## config.mk

```make
export PLATFORM = sky130hd
export DESIGN_NAME = xarp_analog_ports
export DESIGN_NICKNAME = d
export VERILOG_FILES = /design/src/include/xarp_pkg.sv /design/src/include/xarp_mem_if.sv /design/src/xarp_analog_ports.sv /design/src/xarp_setting_mem.sv
export SDC_FILE = /design/constraint.sdc
export NUM_CORES = 1
export LEC_CHECK = 0
export ABC_CLOCK_PERIOD_IN_PS = 4200
export BUFFER_PORTS_ARGS = -buffer_cell sky130_fd_sc_hd__buf_4
export CAP_MARGIN = 20
export CORE_UTILIZATION = 46
export DETAILED_ROUTE_END_ITERATION = 10
export PLACE_DENSITY = 0.84
export REMOVE_ABC_BUFFERS = 1
export SETUP_SLACK_MARGIN = 0.3
export SLEW_MARGIN = 0
export SYNTH_ARGS = -nofsm -noshare
export SYNTH_HDL_FRONTEND = slang
export SYNTH_SLANG_ARGS = --single-unit
```

## constraint.sdc

```tcl
create_clock -name clk_in -period 4.2 [get_ports clk_in]
set_clock_uncertainty 0.15 [all_clocks]
set_input_delay 0.63 -clock clk_in [delete_from_list [all_inputs] [get_ports clk_in]]
set_output_delay 0.63 -clock clk_in [all_outputs]
set_load 0.05 [all_outputs]
```

## src/include/xarp_pkg.sv

```systemverilog
package xarp_pkg;
    // analog field widths
    localparam int VOD_W    = 3;
    localparam int PRE_W    = 5;
    localparam int EQ_W     = 4;
    localparam int DCG_W    = 2;
    localparam int FIELD_W  = VOD_W + PRE_W + EQ_W + DCG_W;
    // packed field positions inside one channel word
    localparam int VOD_LSB  = 0;
    localparam int PRE_LSB  = VOD_LSB + VOD_W;
    localparam int EQ_LSB   = PRE_LSB + PRE_W;
    localparam int DCG_LSB  = EQ_LSB + EQ_W;
    // reset values
    localparam logic [VOD_W-1:0] VOD_RST = 3'h0;
    localparam logic [PRE_W-1:0] PRE_RST = 5'h00;
    localparam logic [EQ_W-1:0]  EQ_RST  = 4'h0;
    localparam logic [DCG_W-1:0] DCG_RST = 2'h0;
    // dc gain codes
    localparam logic [DCG_W-1:0] DCG_0DB = 2'h0;
    localparam logic [DCG_W-1:0] DCG_3DB = 2'h1;
    localparam logic [DCG_W-1:0] DCG_6DB = 2'h2;
    // mode selector
    localparam int MODE_W = 3;
    localparam logic [MODE_W-1:0] MODE_SEL_PMA  = 3'h0;
    localparam logic [MODE_W-1:0] MODE_SEL_CHAN = 3'h1;
    typedef enum logic {
        XARP_MODE_PMA,
        XARP_MODE_CHAN
    } xarp_mode_t;
endpackage : xarp_pkg

```

## src/include/xarp_mem_if.sv

```systemverilog
interface xarp_mem_if #(
    parameter int AW = 1,
    parameter int DW = 14
);
    logic          wr_en;
    logic [AW-1:0] wr_addr;
    logic [DW-1:0] wr_data;
    logic [AW-1:0] rd_addr;
    logic [DW-1:0] rd_data;
    modport ctrl (output wr_en, output wr_addr, output wr_data,
                  output rd_addr, input rd_data);
    modport mem  (input wr_en, input wr_addr, input wr_data,
                  input rd_addr, output rd_data);
endinterface : xarp_mem_if

```

## src/xarp_analog_ports.sv

```systemverilog
// Contract
// - optional dc gain write input updates a channel's analog dc gain
// - shared or logical-address option: dc gain input is one 2-bit field
// - otherwise one 2-bit dc gain field per channel, concatenated
// - drive-level read-back shows value last written to that channel
// - equalization read-back shows current setting held for channel
// - dc gain read-back shows current setting held for channel
// - read-back widths scale per channel, collapse to one when shared or logical-address
// - selector 000 means pma analog-control mode, the default
// - selector 001 means channel reconfiguration; no other values
// - selector exists only with several modes, else mode is fixed; mode_sel_in is then ignored, but reset still loads pma mode
// - equalization write and read-back fields are 4 bits wide
module xarp_analog_ports #(
    parameter int NUM_CH      = 4,
    parameter bit SHARED_CTRL = 1'b0,
    parameter bit LOGICAL_ADR = 1'b0,
    parameter bit MULTI_MODE  = 1'b1,
    parameter bit FIXED_CHAN  = 1'b0,
    parameter int CH_AW       = (NUM_CH > 1) ? $clog2(NUM_CH) : 1,
    parameter int NF          = (SHARED_CTRL || LOGICAL_ADR) ? 1 : NUM_CH
) (
    // clock and reset
    input  wire logic                               clk_in,
    input  wire logic                               sys_rst_in,
    // mode selection
    input  wire logic [xarp_pkg::MODE_W-1:0]        mode_sel_in,
    output logic                                    mode_chan_out,
    output logic                                    mode_bad_out,
    // write side
    input  wire logic                               wr_en_in,
    input  wire logic [CH_AW-1:0]                   log_ch_in,
    input  wire logic [NF*xarp_pkg::VOD_W-1:0]      vod_in,
    input  wire logic [NF*xarp_pkg::PRE_W-1:0]      preemp_in,
    input  wire logic [NF*xarp_pkg::EQ_W-1:0]       eq_in,
    input  wire logic [NF*xarp_pkg::DCG_W-1:0]      dcgain_in,
    // analog settings applied to channels
    output logic [NUM_CH*xarp_pkg::FIELD_W-1:0]     ch_setting_out,
    // read-back
    output logic [NF*xarp_pkg::VOD_W-1:0]           vod_rb_out,
    output logic [NF*xarp_pkg::PRE_W-1:0]           preemp_rb_out,
    output logic [NF*xarp_pkg::EQ_W-1:0]            eq_rb_out,
    output logic [NF*xarp_pkg::DCG_W-1:0]           dcgain_rb_out,
    output logic                                    dcgain_bad_out
);
    localparam int FW = xarp_pkg::FIELD_W;
    localparam logic [FW-1:0] RST_WORD = {xarp_pkg::DCG_RST,
        xarp_pkg::EQ_RST, xarp_pkg::PRE_RST, xarp_pkg::VOD_RST};

    function automatic logic [FW-1:0] pack_word(
        input logic [xarp_pkg::VOD_W-1:0] v,
        input logic [xarp_pkg::PRE_W-1:0] p,
        input logic [xarp_pkg::EQ_W-1:0]  e,
        input logic [xarp_pkg::DCG_W-1:0] d
    );
        pack_word = {d, e, p, v};
    endfunction : pack_word

    xarp_pkg::xarp_mode_t mode_ff;
    xarp_pkg::xarp_mode_t nxt_mode;
    logic                 bad_ff;
    logic                 nxt_bad;
    logic [FW-1:0]        chan_ff [NUM_CH];
    logic [FW-1:0]        nxt_chan [NUM_CH];
    logic [NF*FW-1:0]     wr_word;
    logic                 dcg_bad;
    logic                 dcg_bad_ff;

    always_comb begin
        nxt_mode = mode_ff;
        nxt_bad  = 1'b0;
        if (!MULTI_MODE) begin
            nxt_mode = FIXED_CHAN ? xarp_pkg::XARP_MODE_CHAN
                                  : xarp_pkg::XARP_MODE_PMA;
        end else begin
            case (mode_sel_in)
                xarp_pkg::MODE_SEL_PMA: begin
                    nxt_mode = xarp_pkg::XARP_MODE_PMA;
                end
                xarp_pkg::MODE_SEL_CHAN: begin
                    nxt_mode = xarp_pkg::XARP_MODE_CHAN;
                end
                default: begin
                    // illegal code: keep mode, flag it
                    nxt_bad = 1'b1;
                end
            endcase
        end
    end

    // pack incoming fields per write slot
    always_comb begin
        wr_word = '0;
        dcg_bad = 1'b0;
        for (int f = 0; f < NF; f++) begin
            wr_word[f*FW +: FW] = pack_word(
                vod_in[f*xarp_pkg::VOD_W +: xarp_pkg::VOD_W],
                preemp_in[f*xarp_pkg::PRE_W +: xarp_pkg::PRE_W],
                eq_in[f*xarp_pkg::EQ_W +: xarp_pkg::EQ_W],
                dcgain_in[f*xarp_pkg::DCG_W +: xarp_pkg::DCG_W]);
            if (wr_en_in && dcgain_in[f*xarp_pkg::DCG_W +: xarp_pkg::DCG_W]
                    > xarp_pkg::DCG_6DB) begin
                dcg_bad = 1'b1;
            end
        end
    end

    // settings written only in pma mode; illegal dc gain is not stored
    always_comb begin
        nxt_chan = chan_ff;
        if (wr_en_in && !dcg_bad && mode_ff == xarp_pkg::XARP_MODE_PMA) begin
            for (int c = 0; c < NUM_CH; c++) begin
                if (LOGICAL_ADR) begin
                    if (log_ch_in == CH_AW'(c)) begin
                        nxt_chan[c] = wr_word[FW-1:0];
                    end
                end else if (SHARED_CTRL) begin
                    nxt_chan[c] = wr_word[FW-1:0];
                end else begin
                    nxt_chan[c] = wr_word[c*FW +: FW];
                end
            end
        end
    end

    always_ff @(posedge clk_in or posedge sys_rst_in) begin
        if (sys_rst_in) begin
            mode_ff    <= xarp_pkg::XARP_MODE_PMA;
            bad_ff     <= 1'b0;
            dcg_bad_ff <= 1'b0;
            for (int c = 0; c < NUM_CH; c++) begin
                chan_ff[c] <= RST_WORD;
            end
        end else begin
            mode_ff    <= nxt_mode;
            bad_ff     <= nxt_bad;
            dcg_bad_ff <= dcg_bad;
            chan_ff    <= nxt_chan;
        end
    end

    // logical-address read-back through registered memory copy, addressed by logical channel
    xarp_mem_if #(.AW(CH_AW), .DW(FW)) rb_if ();

    assign rb_if.wr_en   = wr_en_in && !dcg_bad
                           && mode_ff == xarp_pkg::XARP_MODE_PMA;
    assign rb_if.wr_addr = log_ch_in;
    assign rb_if.wr_data = wr_word[FW-1:0];
    assign rb_if.rd_addr = log_ch_in;

    xarp_setting_mem #(
        .DEPTH    (NUM_CH),
        .AW       (CH_AW),
        .DW       (FW),
        .RST_WORD (RST_WORD)
    ) u_rb_mem (
        .clk_in     (clk_in),
        .sys_rst_in (sys_rst_in),
        .port       (rb_if.mem)
    );

    always_comb begin
        for (int c = 0; c < NUM_CH; c++) begin
            ch_setting_out[c*FW +: FW] = chan_ff[c];
        end
    end

    // per-channel or collapsed read-back fields
    always_comb begin
        logic [FW-1:0] w;
        w = '0;
        for (int f = 0; f < NF; f++) begin
            if (LOGICAL_ADR) begin
                w = rb_if.rd_data;
            end else begin
                w = chan_ff[f];
            end
            vod_rb_out[f*xarp_pkg::VOD_W +: xarp_pkg::VOD_W] =
                w[xarp_pkg::VOD_LSB +: xarp_pkg::VOD_W];
            preemp_rb_out[f*xarp_pkg::PRE_W +: xarp_pkg::PRE_W] =
                w[xarp_pkg::PRE_LSB +: xarp_pkg::PRE_W];
            eq_rb_out[f*xarp_pkg::EQ_W +: xarp_pkg::EQ_W] =
                w[xarp_pkg::EQ_LSB +: xarp_pkg::EQ_W];
            dcgain_rb_out[f*xarp_pkg::DCG_W +: xarp_pkg::DCG_W] =
                w[xarp_pkg::DCG_LSB +: xarp_pkg::DCG_W];
        end
    end

    assign mode_chan_out  = (mode_ff == xarp_pkg::XARP_MODE_CHAN);
    assign mode_bad_out   = bad_ff;
    assign dcgain_bad_out = dcg_bad_ff;
endmodule : xarp_analog_ports

```

## src/xarp_setting_mem.sv

```systemverilog
module xarp_setting_mem #(
    parameter int DEPTH = 4,
    parameter int AW    = 2,
    parameter int DW    = 14,
    parameter logic [DW-1:0] RST_WORD = '0
) (
    // clock and reset
    input  wire logic clk_in,
    input  wire logic sys_rst_in,
    // access port
    xarp_mem_if.mem   port
);
    logic [DW-1:0] mem_ff [DEPTH];
    logic [DW-1:0] nxt_mem [DEPTH];
    logic [DW-1:0] rd_ff;
    logic [DW-1:0] nxt_rd;

    always_comb begin
        nxt_mem = mem_ff;
        if (port.wr_en) begin
            nxt_mem[port.wr_addr] = port.wr_data;
        end
        // new data visible once the write is stored
        nxt_rd = nxt_mem[port.rd_addr];
    end

    always_ff @(posedge clk_in or posedge sys_rst_in) begin
        if (sys_rst_in) begin
            for (int i = 0; i < DEPTH; i++) begin
                mem_ff[i] <= RST_WORD;
            end
            rd_ff <= RST_WORD;
        end else begin
            mem_ff <= nxt_mem;
            rd_ff  <= nxt_rd;
        end
    end

    assign port.rd_data = rd_ff;
endmodule : xarp_setting_mem

```

==> results.md <==
* First-pass GRT wire length at 9.78 mm
* Placement Rows at 27
* Nets at 376
* Tot Pwr at 3.38 mW
* Synthesized cell area at 2790 um^2
* Pin count of the biggest net entering global routing at 38
* Antenna Cells at 0
* Leading post-synthesis cells by cell area: dfrtp_1 53%, mux2_4 22%, buf_4 15%, mux2_2 6.9%, buf_6 1.6%
* Worst-Margin Slew at 0.670 ns
* H-tree levels at 3
* Sequential-to-total area share from yosys stat at 53.0%
* Leakage at 2.13 nW
* Clock Tree Root: clkbuf_8
* CP cell instances: buf_4, a22oi_1, nand4b_1, buf_4, mux2_2
* PwrDens at 855 nW/um^2
* First DRT Iteration DRCs at 46
* Worst hold slack at 0.257 ns
* Slew Viols, Final at 0
* Post-synth EDFFs at 0
* Worst Path Arrival at 1.94 ns
* Hold-fix buffer count after cts at 0
* Post-cts gate resize count at 0
* Synth area leader: dfrtp_1
* I/O Pins at 179
* Status: finished, final reports clean
* Port Buf Inserts at 176
* Initial antenna violation count at 0
* Nature of the critical path endpoint: flop
* Layout area overhead at 41.9%
* Crit start category: input port
* Clk pin slew, worst setup/hold paths at 0.07 ns
* CTS max path bufs at 2
* Max-Cap Viols at 0
* WL final at 6.59 mm
* Final Util at 69.7%
* CTS Buf Count at 9
* Residual DRC at 0
* Top-area cell type share of the netlist area at 53.0%
* Antenna-violating nets left at 0
* Req. time, crit path at 4.26 ns
* Die Wd at 79.8 um
* Tcrit/Tclk final at 44.8%
* TNS Setup at 0 ns
* CORE AREA at 5680 um^2
* Post-CTS setup buffer count at 0
* Average wire per standard cell at 17.0 um
* Final hold vios at 0
* Vias in the first global route at 1844
* Final GP Congestion at 0.703
* Peak VDD IR at 0.471 mV
* Worst slew margin at 55.2%
* Via count at 1855
* Clock tree sinks at 59
* Effective utilization at floorplan at 49.1%
* Die height at 79.8 um
* RSZ-0062 raised after global routing: false
* Cell variety after synth at 11
* Syn avg cell area at 15.2 um^2
* Cell repeated most along the worst path: buf_4
* Highest Clock Rate at 532 MHz
* #FFs+latches synth at 59
* Number of detailed-route iterations in the first pass at 4
* Worst-Skew Late Latency at 0.32 ns
* Reg2Reg Setup Slack at 2.47 ns
* Crit Path Max Fanout at 37
* Count of final setup violators at 0
* Main synth FF type: dfrtp_1
* Aggregate global routing overflow at 0
* DP HPWL at 5.02 mm
* Layout cells sized above 1 at 80.1%
* Tmin final at 1.88 ns
* Max stage delay on crit path at 0.56 ns
* Post-synthesis cell count at 184
* Die Area at 6380 um^2
* Ys async rst share at 100%
* CTS tree: done
* Most frequent cells after synthesis: 59 x dfrtp_1, 57 x buf_4, 40 x mux2_4
* Setup WS post-layout at 2.32 ns
* Setup CP Type: in2reg
* Count leader, synth: dfrtp_1
* Critical path's slowest cell: buf_4
* Vias per std cell at 4.77
* Synth Warn # at 0
* Hold Crit Class: in2async
* Post-place setup slack at 1.99 ns
* GRT Overall Usage at 20.9%
power breakdown:
group / switching (mW) / internal (mW)
clock: 0.210 / 0.320
sequential: 0.138 / 0.729
combinational: 1.36 / 0.622
final timing paths:
kind	start	end	cells past startpoint
min in group clk_in	mode_sel_in[1]	mode_bad_out$_DFF_PP0_	2
min reg2reg	mode_chan_out$_DFFE_PP0N_	mode_chan_out$_DFFE_PP0N_	1
max	dcgain_in[1]	ch_setting_out[42]$_DFFE_PP0P_	5
max reg2reg	mode_chan_out$_DFFE_PP0N_	ch_setting_out[42]$_DFFE_PP0P_	3
min	sys_rst_in	ch_setting_out[42]$_DFFE_PP0P_	2
max in group asynchronous	sys_rst_in	mode_chan_out$_DFFE_PP0N_	3
per-stage QoR:
step | cells | cell area (um^2)
after CTS | 389 | 3960
after global placement | 373 | 3740
after global routing | 389 | 3960
after floorplan | 122 | 2310
final | 389 | 3960
after detailed placement | 373 | 3740
kinds of logic after synthesis:
kind of cell           count (synthesis)  synth area share, %
DFF                                   59                 53.0
muxes                                 57                 28.4
AOI/OAI and AO/OA                      3                0.808
buffers and inverters                 63                 17.3
and+or+nand+nor                        2                0.539
sequential cells by signal, summed over array words and instances, names as in the netlist:
signal	flops
dcgain_bad_out	1
mode_bad_out	1
mode_chan_out	1
ch_setting_out	56
cell type report:
class / instances / area [um^2]
repair buffers: 179 / 1340
well taps: 72 / 90.1
fillers: 394 / 1720
flip-flops and latches: 59 / 1480
clock inverters: 4 / 47.5
multi-input cells: 62 / 830
clock buffers: 12 / 165
inverters: 1 / 3.75
metal layers:
metal / track usage [%] / part of all wire (%) / vias up
li1: - / - / 825
met2: 34.8 / 52 / 100
met1: 24.0 / 37 / 913
met5: 0 / 0 / -
met4: 10.2 / 2.7 / 0
met3: 6.97 / 7.8 / 17
cells in the final DEF, fill, tap and decap left out:
cell type,netlist,routed
a21boi_0,1,1
bufinv_16,0,1
buf_4,57,179
clkinvlp_4,0,1
nand4b_1,1,1
or2_2,1,1
inv_2,0,1
a22oi_1,2,2
dfrtp_1,59,59
mux2_2,17,17
clkinv_2,0,2
clkbuf_8,0,12
mux2_4,40,40
worst max-delay path: cells and delay by family:
kind / cells / cell delay, ns
compound gates: 1 / 0.11
buf+inv: 2 / 0.65
mux: 1 / 0.40
simple gates: 1 / 0.14
(Power assumes the default switching activity.)
